<file path="src/tvio_pkg.sv">
// tvio_pkg: constants and register map of the tv mcu port block
// Overview of operation
// - first port lines: input, pulled input, output
// - first port 4..7 open-drain, no pull-up
// - first port 0..3 drive push-pull
// - second port six lines, 0-2, 4-6
// - third port all open-drain; 4..7 no pull-up
// - third port 0,1,3 AND serial drive
// - line 0 clock, 1 data, 3 enable
// - lines 4,6 feed programmable edge interrupt latches
// - reset holds oscillator off, restarts program
package tvio_pkg;

	// ****************************************
	// register offsets
	// ****************************************
	localparam logic [7:0] OFS_PA_DATA  = 8'h00;
	localparam logic [7:0] OFS_PA_DIR   = 8'h01;
	localparam logic [7:0] OFS_PA_PULL  = 8'h02;
	localparam logic [7:0] OFS_PB_DATA  = 8'h03;
	localparam logic [7:0] OFS_PB_DIR   = 8'h04;
	localparam logic [7:0] OFS_PB_PULL  = 8'h05;
	localparam logic [7:0] OFS_PC_DATA  = 8'h06;
	localparam logic [7:0] OFS_PC_DIR   = 8'h07;
	localparam logic [7:0] OFS_PC_PULL  = 8'h08;
	localparam logic [7:0] OFS_PA_PINS  = 8'h09;
	localparam logic [7:0] OFS_PB_PINS  = 8'h0a;
	localparam logic [7:0] OFS_PC_PINS  = 8'h0b;
	localparam logic [7:0] OFS_EDGE_CFG = 8'h0c;
	localparam logic [7:0] OFS_IRQ_STAT = 8'h0d;
	localparam logic [7:0] OFS_IRQ_CLR  = 8'h0e;
	localparam logic [7:0] OFS_IRQ_EN   = 8'h0f;

	// ****************************************
	// reset values and line masks
	// ****************************************
	localparam logic [7:0] DATA_RST    = 8'h00;
	localparam logic [7:0] DIR_RST     = 8'h00;
	localparam logic [7:0] PULL_RST    = 8'h00;
	localparam logic [7:0] CFG_RST     = 8'h00;
	localparam logic [7:0] PA_OD_MASK  = 8'hf0;
	localparam logic [7:0] PA_PU_MASK  = 8'h0f;
	localparam logic [7:0] PB_LN_MASK  = 8'h77;
	localparam logic [7:0] PC_PU_MASK  = 8'h0f;
	localparam logic [7:0] PC_SER_MASK = 8'h0b;

	// ****************************************
	// field positions
	// ****************************************
	localparam int PC_SCL_BIT   = 0;
	localparam int PC_SDA_BIT   = 1;
	localparam int PC_SEN_BIT   = 3;
	localparam int PC_PWR_BIT   = 4;
	localparam int PC_RMT_BIT   = 6;
	localparam int CFG_PWR_EN   = 0;
	localparam int CFG_PWR_RISE = 1;
	localparam int CFG_RMT_EN   = 2;
	localparam int CFG_RMT_RISE = 3;
	localparam int IRQ_PWR_BIT  = 0;
	localparam int IRQ_RMT_BIT  = 1;
	localparam int IRQ_W        = 2;

	// ****************************************
	// timing counts
	// ****************************************
	localparam logic [1:0] EDGE_WARM = 2'h3;

endpackage : tvio_pkg

</file>
<file path="src/tvio_edge_if.sv">
// tvio_edge_if: one edge latch channel between the port block and its latch
`timescale 1ns/1ps
`default_nettype none
interface tvio_edge_if;
	logic level;
	logic enable;
	logic rising;
	logic hit;
	modport latch (input level, input enable, input rising, output hit);
	modport owner (output level, output enable, output rising, input hit);
endinterface : tvio_edge_if
`default_nettype wire

</file>
<file path="src/tvio_sync.sv">
// tvio_sync: two-stage synchroniser for pin levels
`timescale 1ns/1ps
`default_nettype none
module tvio_sync #(
	parameter int W = 8
) (
	input  wire logic         core_clk,
	input  wire logic         reset,
	input  wire logic [W-1:0] async_in,
	output var  logic [W-1:0] sync_out
);
	logic [W-1:0] meta_reg;

	always_ff @(posedge core_clk or posedge reset) begin
		if (reset) begin
			meta_reg <= '0;
			sync_out <= '0;
		end else begin
			meta_reg <= async_in;
			sync_out <= meta_reg;
		end
	end
endmodule : tvio_sync
`default_nettype wire

</file>
<file path="src/tvio_edge_latch.sv">
// tvio_edge_latch: programmable edge detector feeding one interrupt latch
`timescale 1ns/1ps
`default_nettype none
module tvio_edge_latch (
	input  wire logic core_clk,
	input  wire logic reset,
	tvio_edge_if.latch ev
);
	logic       prev_reg;
	logic       hit_reg;
	logic [1:0] warm_reg;

	// sync stages refill from zero after reset while the pin idles high;
	// edges inside this window are dropped so no false edge is latched
	always_ff @(posedge core_clk or posedge reset) begin
		if (reset) begin
			warm_reg <= 2'h0;
		end else if (warm_reg != tvio_pkg::EDGE_WARM) begin
			warm_reg <= warm_reg + 2'h1;
		end
	end

	always_ff @(posedge core_clk or posedge reset) begin
		if (reset) begin
			prev_reg <= 1'b0;
		end else begin
			prev_reg <= ev.level;
		end
	end

	// rising or falling chosen by software; disabled latch stays quiet
	always_ff @(posedge core_clk or posedge reset) begin
		if (reset) begin
			hit_reg <= 1'b0;
		end else if (warm_reg != tvio_pkg::EDGE_WARM) begin
			hit_reg <= 1'b0;
		end else if (ev.rising) begin
			hit_reg <= ev.enable & ev.level & ~prev_reg;
		end else begin
			hit_reg <= ev.enable & ~ev.level & prev_reg;
		end
	end

	assign ev.hit = hit_reg;
endmodule : tvio_edge_latch
`default_nettype wire

</file>
<file path="src/tvio_ports.sv">
// tvio_ports: three general purpose ports, serial pin sharing, edge interrupts
`timescale 1ns/1ps
`default_nettype none
module tvio_ports (
	input  wire logic       core_clk,
	input  wire logic       reset,
	// register port
	input  wire logic [7:0] reg_addr,
	input  wire logic [7:0] reg_wdata,
	input  wire logic       reg_wr,
	input  wire logic       reg_rd,
	output var  logic [7:0] reg_rdata,
	// first port
	input  wire logic [7:0] first_port_lines_in,
	output var  logic [7:0] first_port_lines_out,
	output var  logic [7:0] first_port_lines_oe,
	output var  logic [7:0] first_port_lines_pull_en,
	// second port, bits 3 and 7 absent
	input  wire logic [7:0] second_port_lines_in,
	output var  logic [7:0] second_port_lines_out,
	output var  logic [7:0] second_port_lines_oe,
	output var  logic [7:0] second_port_lines_pull_en,
	// third port
	input  wire logic [7:0] third_port_lines_in,
	output var  logic [7:0] third_port_lines_out,
	output var  logic [7:0] third_port_lines_oe,
	output var  logic [7:0] third_port_lines_pull_en,
	// serial interface drive levels and pin sense
	input  wire logic       serial_clock_drive,
	input  wire logic       serial_data_drive,
	input  wire logic       serial_enable_line_drive,
	output var  logic       serial_clock_sense,
	output var  logic       serial_data_sense,
	output var  logic       serial_enable_line_sense,
	// interrupts
	output var  logic       power_event_interrupt,
	output var  logic       remote_input_interrupt,
	output logic            irq,
	// core control
	output var  logic       osc_enable,
	output var  logic       program_restart
);

	// ****************************************
	// reset sequencing
	// ****************************************
	typedef enum logic [2:0] {
		RS_HOLD  = 3'b001,
		RS_START = 3'b010,
		RS_RUN   = 3'b100
	} tvio_rst_e;

	tvio_rst_e rst_state_reg;
	tvio_rst_e rst_state_next;

	always_comb begin
		case (rst_state_reg)
			RS_HOLD:  rst_state_next = RS_START;
			RS_START: rst_state_next = RS_RUN;
			RS_RUN:   rst_state_next = RS_RUN;
			default:  rst_state_next = RS_HOLD;
		endcase
	end

	always_ff @(posedge core_clk or posedge reset) begin
		if (reset) begin
			rst_state_reg <= RS_HOLD;
		end else begin
			rst_state_reg <= rst_state_next;
		end
	end

	// oscillator stays off for as long as reset is held
	always_ff @(posedge core_clk or posedge reset) begin
		if (reset) begin
			osc_enable      <= 1'b0;
			program_restart <= 1'b0;
		end else begin
			osc_enable      <= 1'b1;
			program_restart <= (rst_state_reg == RS_HOLD);
		end
	end

	// ****************************************
	// software registers
	// ****************************************
	logic [7:0] pa_data_reg;
	logic [7:0] pa_dir_reg;
	logic [7:0] pa_pull_reg;
	logic [7:0] pb_data_reg;
	logic [7:0] pb_dir_reg;
	logic [7:0] pb_pull_reg;
	logic [7:0] pc_data_reg;
	logic [7:0] pc_dir_reg;
	logic [7:0] pc_pull_reg;
	logic [7:0] edge_cfg_reg;
	logic [tvio_pkg::IRQ_W-1:0] irq_stat_reg;
	logic [tvio_pkg::IRQ_W-1:0] irq_en_reg;

	logic wr_pa_data;
	logic wr_pa_dir;
	logic wr_pa_pull;
	logic wr_pb_data;
	logic wr_pb_dir;
	logic wr_pb_pull;
	logic wr_pc_data;
	logic wr_pc_dir;
	logic wr_pc_pull;
	logic wr_cfg;
	logic wr_clr;
	logic wr_en;

	assign wr_pa_data = reg_wr && (reg_addr == tvio_pkg::OFS_PA_DATA);
	assign wr_pa_dir  = reg_wr && (reg_addr == tvio_pkg::OFS_PA_DIR);
	assign wr_pa_pull = reg_wr && (reg_addr == tvio_pkg::OFS_PA_PULL);
	assign wr_pb_data = reg_wr && (reg_addr == tvio_pkg::OFS_PB_DATA);
	assign wr_pb_dir  = reg_wr && (reg_addr == tvio_pkg::OFS_PB_DIR);
	assign wr_pb_pull = reg_wr && (reg_addr == tvio_pkg::OFS_PB_PULL);
	assign wr_pc_data = reg_wr && (reg_addr == tvio_pkg::OFS_PC_DATA);
	assign wr_pc_dir  = reg_wr && (reg_addr == tvio_pkg::OFS_PC_DIR);
	assign wr_pc_pull = reg_wr && (reg_addr == tvio_pkg::OFS_PC_PULL);
	assign wr_cfg     = reg_wr && (reg_addr == tvio_pkg::OFS_EDGE_CFG);
	assign wr_clr     = reg_wr && (reg_addr == tvio_pkg::OFS_IRQ_CLR);
	assign wr_en      = reg_wr && (reg_addr == tvio_pkg::OFS_IRQ_EN);

	// first port: every line may be input or output; only lines 0..3 may be pulled inputs
	always_ff @(posedge core_clk or posedge reset) begin
		if (reset) begin
			pa_data_reg <= tvio_pkg::DATA_RST;
			pa_dir_reg  <= tvio_pkg::DIR_RST;
			pa_pull_reg <= tvio_pkg::PULL_RST;
		end else begin
			if (wr_pa_data) begin
				pa_data_reg <= reg_wdata;
			end
			if (wr_pa_dir) begin
				pa_dir_reg <= reg_wdata;
			end
			if (wr_pa_pull) begin
				pa_pull_reg <= reg_wdata & tvio_pkg::PA_PU_MASK;
			end
		end
	end

	// second port: absent positions hold zero
	always_ff @(posedge core_clk or posedge reset) begin
		if (reset) begin
			pb_data_reg <= tvio_pkg::DATA_RST;
			pb_dir_reg  <= tvio_pkg::DIR_RST;
			pb_pull_reg <= tvio_pkg::PULL_RST;
		end else begin
			if (wr_pb_data) begin
				pb_data_reg <= reg_wdata & tvio_pkg::PB_LN_MASK;
			end
			if (wr_pb_dir) begin
				pb_dir_reg <= reg_wdata & tvio_pkg::PB_LN_MASK;
			end
			if (wr_pb_pull) begin
				pb_pull_reg <= reg_wdata & tvio_pkg::PB_LN_MASK;
			end
		end
	end

	// third port: pull-up only on the low nibble
	always_ff @(posedge core_clk or posedge reset) begin
		if (reset) begin
			pc_data_reg <= tvio_pkg::DATA_RST;
			pc_dir_reg  <= tvio_pkg::DIR_RST;
			pc_pull_reg <= tvio_pkg::PULL_RST;
		end else begin
			if (wr_pc_data) begin
				pc_data_reg <= reg_wdata;
			end
			if (wr_pc_dir) begin
				pc_dir_reg <= reg_wdata;
			end
			if (wr_pc_pull) begin
				pc_pull_reg <= reg_wdata & tvio_pkg::PC_PU_MASK;
			end
		end
	end

	always_ff @(posedge core_clk or posedge reset) begin
		if (reset) begin
			edge_cfg_reg <= tvio_pkg::CFG_RST;
			irq_en_reg   <= '0;
		end else begin
			if (wr_cfg) begin
				edge_cfg_reg <= {4'h0, reg_wdata[3:0]};
			end
			if (wr_en) begin
				irq_en_reg <= reg_wdata[tvio_pkg::IRQ_W-1:0];
			end
		end
	end

	// ****************************************
	// pin synchronisers
	// ****************************************
	logic [7:0] pa_pins;
	logic [7:0] pb_pins;
	logic [7:0] pc_pins;

	tvio_sync #(.W(8)) u_sync_pa (
		.core_clk (core_clk),
		.reset    (reset),
		.async_in (first_port_lines_in),
		.sync_out (pa_pins)
	);

	tvio_sync #(.W(8)) u_sync_pb (
		.core_clk (core_clk),
		.reset    (reset),
		.async_in (second_port_lines_in),
		.sync_out (pb_pins)
	);

	tvio_sync #(.W(8)) u_sync_pc (
		.core_clk (core_clk),
		.reset    (reset),
		.async_in (third_port_lines_in),
		.sync_out (pc_pins)
	);

	// serial block sees the real wire level, including other drivers
	always_ff @(posedge core_clk or posedge reset) begin
		if (reset) begin
			serial_clock_sense       <= 1'b1;
			serial_data_sense        <= 1'b1;
			serial_enable_line_sense <= 1'b1;
		end else begin
			serial_clock_sense       <= pc_pins[tvio_pkg::PC_SCL_BIT];
			serial_data_sense        <= pc_pins[tvio_pkg::PC_SDA_BIT];
			serial_enable_line_sense <= pc_pins[tvio_pkg::PC_SEN_BIT];
		end
	end

	// ****************************************
	// pin drivers
	// ****************************************
	logic [7:0] pc_level;

	// shared lines set as outputs pull low if either the port or the serial block says low
	always_comb begin
		pc_level = pc_data_reg;
		pc_level[tvio_pkg::PC_SCL_BIT] = pc_data_reg[tvio_pkg::PC_SCL_BIT]
			& serial_clock_drive;
		pc_level[tvio_pkg::PC_SDA_BIT] = pc_data_reg[tvio_pkg::PC_SDA_BIT]
			& serial_data_drive;
		pc_level[tvio_pkg::PC_SEN_BIT] = pc_data_reg[tvio_pkg::PC_SEN_BIT]
			& serial_enable_line_drive;
	end

	// open-drain lines only ever drive low; release means high-z
	always_ff @(posedge core_clk or posedge reset) begin
		if (reset) begin
			first_port_lines_out <= 8'h00;
			first_port_lines_oe  <= 8'h00;
		end else begin
			first_port_lines_out <= pa_data_reg & ~tvio_pkg::PA_OD_MASK;
			first_port_lines_oe  <= (pa_dir_reg & ~tvio_pkg::PA_OD_MASK)
				| (pa_dir_reg & ~pa_data_reg & tvio_pkg::PA_OD_MASK);
		end
	end

	always_ff @(posedge core_clk or posedge reset) begin
		if (reset) begin
			second_port_lines_out <= 8'h00;
			second_port_lines_oe  <= 8'h00;
		end else begin
			second_port_lines_out <= pb_data_reg & tvio_pkg::PB_LN_MASK;
			second_port_lines_oe  <= pb_dir_reg & tvio_pkg::PB_LN_MASK;
		end
	end

	always_ff @(posedge core_clk or posedge reset) begin
		if (reset) begin
			third_port_lines_out <= 8'h00;
			third_port_lines_oe  <= 8'h00;
		end else begin
			third_port_lines_out <= 8'h00;
			third_port_lines_oe  <= pc_dir_reg & ~pc_level;
		end
	end

	// pull-ups act only on lines that are inputs
	always_ff @(posedge core_clk or posedge reset) begin
		if (reset) begin
			first_port_lines_pull_en  <= 8'h00;
			second_port_lines_pull_en <= 8'h00;
			third_port_lines_pull_en  <= 8'h00;
		end else begin
			first_port_lines_pull_en  <= pa_pull_reg & ~pa_dir_reg
				& tvio_pkg::PA_PU_MASK;
			second_port_lines_pull_en <= pb_pull_reg & ~pb_dir_reg
				& tvio_pkg::PB_LN_MASK;
			third_port_lines_pull_en  <= pc_pull_reg & ~pc_dir_reg
				& tvio_pkg::PC_PU_MASK;
		end
	end

	// ****************************************
	// edge latches and interrupts
	// ****************************************
	tvio_edge_if pwr_ev ();
	tvio_edge_if rmt_ev ();

	assign pwr_ev.level  = pc_pins[tvio_pkg::PC_PWR_BIT];
	assign pwr_ev.enable = edge_cfg_reg[tvio_pkg::CFG_PWR_EN];
	assign pwr_ev.rising = edge_cfg_reg[tvio_pkg::CFG_PWR_RISE];
	assign rmt_ev.level  = pc_pins[tvio_pkg::PC_RMT_BIT];
	assign rmt_ev.enable = edge_cfg_reg[tvio_pkg::CFG_RMT_EN];
	assign rmt_ev.rising = edge_cfg_reg[tvio_pkg::CFG_RMT_RISE];

	tvio_edge_latch u_pwr_latch (
		.core_clk (core_clk),
		.reset    (reset),
		.ev       (pwr_ev.latch)
	);

	tvio_edge_latch u_rmt_latch (
		.core_clk (core_clk),
		.reset    (reset),
		.ev       (rmt_ev.latch)
	);

	logic [tvio_pkg::IRQ_W-1:0] irq_hit;
	logic [tvio_pkg::IRQ_W-1:0] irq_clr;

	always_comb begin
		irq_hit = '0;
		irq_hit[tvio_pkg::IRQ_PWR_BIT] = pwr_ev.hit;
		irq_hit[tvio_pkg::IRQ_RMT_BIT] = rmt_ev.hit;
		irq_clr = wr_clr ? reg_wdata[tvio_pkg::IRQ_W-1:0] : '0;
	end

	// a new edge in the clearing cycle survives the clear
	always_ff @(posedge core_clk or posedge reset) begin
		if (reset) begin
			irq_stat_reg <= '0;
		end else begin
			irq_stat_reg <= (irq_stat_reg & ~irq_clr) | irq_hit;
		end
	end

	assign power_event_interrupt  = irq_stat_reg[tvio_pkg::IRQ_PWR_BIT];
	assign remote_input_interrupt = irq_stat_reg[tvio_pkg::IRQ_RMT_BIT];
	assign irq = |(irq_stat_reg & irq_en_reg);

	// ****************************************
	// read port
	// ****************************************
	logic [7:0] rd_mux;

	always_comb begin
		case (reg_addr)
			tvio_pkg::OFS_PA_DATA:  rd_mux = pa_data_reg;
			tvio_pkg::OFS_PA_DIR:   rd_mux = pa_dir_reg;
			tvio_pkg::OFS_PA_PULL:  rd_mux = pa_pull_reg;
			tvio_pkg::OFS_PB_DATA:  rd_mux = pb_data_reg;
			tvio_pkg::OFS_PB_DIR:   rd_mux = pb_dir_reg;
			tvio_pkg::OFS_PB_PULL:  rd_mux = pb_pull_reg;
			tvio_pkg::OFS_PC_DATA:  rd_mux = pc_data_reg;
			tvio_pkg::OFS_PC_DIR:   rd_mux = pc_dir_reg;
			tvio_pkg::OFS_PC_PULL:  rd_mux = pc_pull_reg;
			tvio_pkg::OFS_PA_PINS:  rd_mux = pa_pins;
			tvio_pkg::OFS_PB_PINS:  rd_mux = pb_pins & tvio_pkg::PB_LN_MASK;
			tvio_pkg::OFS_PC_PINS:  rd_mux = pc_pins;
			tvio_pkg::OFS_EDGE_CFG: rd_mux = edge_cfg_reg;
			tvio_pkg::OFS_IRQ_STAT: rd_mux = {6'h00, irq_stat_reg};
			tvio_pkg::OFS_IRQ_EN:   rd_mux = {6'h00, irq_en_reg};
			default:                rd_mux = 8'h00;
		endcase
	end

	// data valid only in the cycle after the strobe, zero otherwise
	always_ff @(posedge core_clk or posedge reset) begin
		if (reset) begin
			reg_rdata <= 8'h00;
		end else begin
			reg_rdata <= reg_rd ? rd_mux : 8'h00;
		end
	end

endmodule : tvio_ports
`default_nettype wire

</file>
<file path="config.mk">
export PLATFORM = sky130hd
export DESIGN_NAME = tvio_ports
export DESIGN_NICKNAME = d
export VERILOG_FILES = /design/src/tvio_pkg.sv /design/src/tvio_edge_if.sv /design/src/tvio_sync.sv /design/src/tvio_edge_latch.sv /design/src/tvio_ports.sv
export SDC_FILE = /design/constraint.sdc
export NUM_CORES = 1
export LEC_CHECK = 0
export ABC_AREA = 1
export BUFFER_PORTS_ARGS = -buffer_cell sky130_fd_sc_hd__buf_2
export CORE_ASPECT_RATIO = 0.75
export CORE_MARGIN = 4
export CORE_UTILIZATION = 40
export DETAILED_ROUTE_END_ITERATION = 8
export SLEW_MARGIN = 40
export SYNTH_ARGS = -nofsm -noshare
export SYNTH_HDL_FRONTEND = slang
export SYNTH_SLANG_ARGS = --single-unit
export TNS_END_PERCENT = 30
</file>
<file path="constraint.sdc">
create_clock -name core_clk -period 15.27 [get_ports core_clk]
set_clock_uncertainty 0.15 [all_clocks]
set_input_delay 2.2905 -clock core_clk [delete_from_list [all_inputs] [get_ports core_clk]]
set_output_delay 2.2905 -clock core_clk [all_outputs]
set_load 0.03 [all_outputs]
</file>
Yosys cells after proc, flatten, opt, wreduce, memory -nomap -nowiden
Cells that the tools add are included.
- flip-flop bits (word level): 182
- input port bits: 47
- output and inout bits: 88
- word-level logic and storage cells: 114
- add/sub/neg operators: 2
- equality and inequality tests: 20
- muxes and demuxes: 8
- bitwise logic cells: 30
- reductions and logical operators: 15
- operator list (kind ; number):
    $pmux W8 S15 ; 1
    $eq A8 B4 Y1 const B ; 8
    $eq A8 B3 Y1 const B ; 4
    $and A8 B8 Y8 ; 2
    $eq A8 B2 Y1 const B ; 2
    $not A8 Y8 ; 2
    $logic_and A1 B1 Y1 ; 12
    $and A1 B1 Y1 ; 11
    $and A4 B4 Y4 ; 2
    $eq A8 B1 Y1 const B ; 1
    $logic_not A8 Y1 ; 1
    $mux W8 ; 1
    $not A4 Y4 ; 2
    $or A4 B8 Y8 ; 1
    $and A7 B7 Y7 ; 1
    $not A7 Y7 ; 1
    $pmux W3 S2 ; 1
    $add A2 B1 Y2 const B ; 2
    $and A2 B2 Y2 ; 2
    $mux W1 ; 4
    $ne A2 B2 Y1 const B ; 2
    $not A1 Y1 ; 4
    $reduce_or A2 Y1 ; 2
    $eq A3 B1 Y1 const B ; 1
    other kinds (5) ; 5

Logic depth before layout (Yosys ltp)
- depth in word-level cells: 6
- gate-level depth with buffers: 10

Cells and area by module
From an unflattened synthesis, not the netlist that was laid out.
- cells, all modules: 705
- area, all modules: 7084.3 um^2
- modules (own cells, without submodules) (module ; instances ; cells each ; area each (um^2)):
    tvio_ports ; 1 ; 614 ; 5521.5
    tvio_sync ; 3 ; 17 ; 404.1
    tvio_edge_latch ; 2 ; 20 ; 175.2

Worst setup path after synthesis
OpenSTA, ideal clock, no wires.
- kind: flip-flop to output port
- start: register irq_stat_reg[0] (netlist name)
- end: output port irq
- arrival time: 1.106 ns
- required time: 12.830 ns
- path slack: 11.723 ns
- stages on the path, launching flop included: 3
- path buffers: 0
- cell sequence: dfrtp_1 > inv_1 > o22ai_1
- longest elaborated chain between the ends: 2
- ends and longest elaborated chain (item ; line ; RTL):
    from (decl) ; tvio_ports.sv:97 ; logic [tvio_pkg::IRQ_W-1:0] irq_stat_reg;
    from (signal assigned) ; tvio_ports.sv:342 ; irq_stat_reg <= (irq_stat_reg & ~irq_clr) | irq_hit;
    $and A2 B2 Y2 ; tvio_ports.sv:348 ; assign irq = |(irq_stat_reg & irq_en_reg);
    $reduce_or A2 Y1 ; tvio_ports.sv:348 ;
    to (decl) ; tvio_ports.sv:38 ; output logic irq,
Every way passes these cells.

Final worst setup path
- start: input port reg_addr[4]
- end: register pb_data_reg[6]
- longest elaborated chain between the ends: 2
- ends and longest elaborated chain (item ; line ; RTL):
    from (decl) ; tvio_ports.sv:8 ; input wire logic [7:0] reg_addr,
    $eq A8 B2 Y1 ; tvio_ports.sv:116 ; assign wr_pb_data = reg_wr && (reg_addr == tvio_pkg::OFS_PB_DATA);
    $logic_and A1 B1 Y1 ; tvio_ports.sv:116 ;
    to (signal assigned) ; tvio_ports.sv:148 ; pb_data_reg <= tvio_pkg::DATA_RST;
    to (signal assigned) ; tvio_ports.sv:153 ; pb_data_reg <= reg_wdata & tvio_pkg::PB_LN_MASK;
    to (decl) ; tvio_ports.sv:90 ; logic [7:0] pb_data_reg;
Every way passes these cells.
A chain may end at the register's enable or synchronous reset.

==> metrics.txt <==
status=complete, no violations; dominant synthesized flop cell=dfrtp_1; Power Internal=761 uW; fin crit share=roughly a quarter; ys async rst share=100%; # rows=a little over 40; Clock Power Share=between 40% and 50%; power density cells=125 nW/um^2; CP max stage delay=0.60 ns; Worst Path Max Fanout=~50; Critical Path Most Common Cell=nand2_1; Slew Limit Fails=0; Synth cell types=33; Hold Crit Depth=0; Post-CTS Resized=0; CTS tree=yes; PortBufs=around 110; First-pass DRT Iterations=5; synthesized instance count=between 600 and 700; endpoints failing setup=0; RR Endpoint=reg_rdata[2]; # fillers=between 1,500 and 2,000; CTS buffer count=17; HPWL after DPL=approximately 11,000 um; share of layout cells above drive strength 1=roughly a fifth; Switching Fraction=around 25%; number of synthesized flops with an enable pin=0; global-route usage over all layers=between 15 and 20%; Syn Area/Cell=10.1 um^2; yosys warns=0; Startpoint Class=input port; Final min period=about 3.8 ns; launch point of the worst reg-to-reg path=edge_cfg_reg[2]; Syn-to-layout area delta=17.9%; final instance area=roughly 8100 um^2; P_leak=about 0.0042 uW; Sequential Power Share=between 50% and 60%; largest net degree at the start of global routing=around 100; Post CTS Setup Buffer Count=0; R2R depth=6; register area share after synthesis=approximately 65%; Worst-Skew Late Latency=between 0.4 and 0.5 ns; WP data required=approximately 15 ns; vias in the first global route=4,567; final number of hold-violating endpoints=0; Die Area=between 15,000 and 20,000 um^2; Worst Hold Endpoint=u_sync_pb.sync_out[2]; worst slew pin tran=0.700 ns; via count=4,758; routed len/inst=~15 um; logic gate share of total power=6.9%; Root Buffer=clkbuf_16; layout net count=around 840; CP arrival=about 4.0 ns; CTS sink cnt=around 180; diode count=0; Final TNS setup=0 ns; PnR Total Power=1010 uW; grt total ovfl=0; Placed Instance Area=~7500 um^2; H-tree depth=4; drt via density=~4.7; WS Path Type=input port to register; slowest CP cell=nand3_1; Mapped Area=6860 um^2; worst-path cell chain=buf_2, inv_1, nand2_1, nor2_4, buf_4, nand3_1, nand2_1, o21ai_2; worst min path class=register to register; IO Pins=between 100 and 150; initial antenna violation count=0; FF-to-FF setup slack=between 10 and 15 ns; Peak VDD IR=approximately 0.062 mV; final WL=around 15,000 um; Crit. End Element=register; P_sw=about 250 uW; cts hold-fix bufs=0; global-route wire length before repair=around 25,000 um; Finished Core Util=between 40% and 50%; die height=~120 um; Clock Path Buffers=2; # DRC=0; max_slew headroom=53.3%; hold path start=u_sync_pb.meta_reg[2]; #FFs+latches synth=roughly 180; initial DRC count=between 500 and 600; Core Area=approximately 17,000 um^2; max-cap violations=0; highest clock rate=0.260 GHz; clock slew at reported path FFs=roughly 0.07 ns; Die X-Extent=159 um; RSZ-0062 raised after global routing=no; Final Wtd Congestion=~0.89; Starting Density=between 40% and 50%; remaining antenna violation count=0
[critical path: cells and delay by family]
| kind | cells | cell delay (ns) |
|---|---|---|
| buffers and inverters | 3 | 0.60 |
| AND/OR/NAND/NOR | 4 | 1.01 |
| AO/OA/AOI/OAI | 1 | 0.07 |
[worst max path at each step]
stage | start | to | slack, ns
5_1_grt | reg_addr[5] | pb_data_reg[4] | 11.25
4_1_cts | reg_addr[4] | pb_data_reg[6] | 11.42
2_1_floorplan | reset | edge_cfg_reg[0] | 7.98
3_5_place_dp | reg_addr[4] | pb_data_reg[6] | 10.99
6_report | reg_addr[4] | pb_data_reg[6] | 11.43
3_3_place_gp | reset | pa_pull_reg[0] | 10.98
[final cells by class]
class                   instances  area [um^2]  area share, %
clock buffers                  20          447           5.53
well taps                     215          269           3.33
flip-flops and latches        179         4480           55.5
multi-input cells             428         1970           24.4
inverters                      56          218           2.69
repair buffers                108          549           6.80
clock inverters                12          146           1.81
[cell families after synthesis]
logic type | synth area share (%)
mux | 0.328
flops | 65.4
compound gates | 6.81
other cells | 0.110
buf+inv | 7.33
simple gates | 19.4
xor+xnor | 0.255
fa+ha+maj | 0.365
[cells in the final DEF, fill, tap and decap left out, types with 3 or more instances in the layout]
master / instances
nand2_1: 155
inv_6: 3
nand4_1: 3
clkbuf_16: 17
nand3_1: 51
a21boi_0: 3
buf_2: 106
nor2_1: 82
nor2_2: 6
clkinvlp_4: 3
dfrtp_1: 175
conb_1: 27
o21ai_0: 52
o21a_1: 3
inv_1: 55
o21ai_2: 6
clkinv_4: 3
o21ai_1: 4
nor2_4: 4
dfstp_2: 4
a21oi_1: 10
[Yosys cell counts, types with 6 or more instances]
library cell  count  area [um^2]
o21ai_2           6         52.6
nand2_1         155          582
inv_1            56          210
nand3_1          51          255
nor2_1           82          308
o21ai_0          52          260
a21oi_1          10         50.1
buf_2             6         30.0
buf_4            29          218
nor2_2            7         43.8
dfrtp_1         175         4380
[per-layer routing]
| layer | up-vias | routed length, um | track usage (%) |
|---|---|---|---|
| li1 | 2327 | - | - |
| met1 | 2225 | 7620 | 25.8 |
| met2 | 191 | 6490 | 23.6 |
| met3 | 15 | 985 | 4.14 |
| met4 | 0 | 147 | 3.20 |
| met5 | - | 0 | 0 |
[power groups by stage]
stage,clock (uW),combinational [uW],sequential (uW)
after floorplan,0,40.0,527
final,435,70.2,508
after CTS,443,71.1,508
after detailed placement,0,71.0,517
after global placement,0,70.0,517
after global routing,465,78.9,510
[metrics by stage]
step,setup slack (ns),std cells,hold WS (ns)
after global placement,10.98,986,0.182
final,11.43,1018,0.198
after CTS,11.42,1018,0.199
after floorplan,7.98,704,0.181
after global routing,11.25,1018,0.204
after detailed placement,10.99,986,0.185
Note: power is estimated with default switching activity, not from simulation.
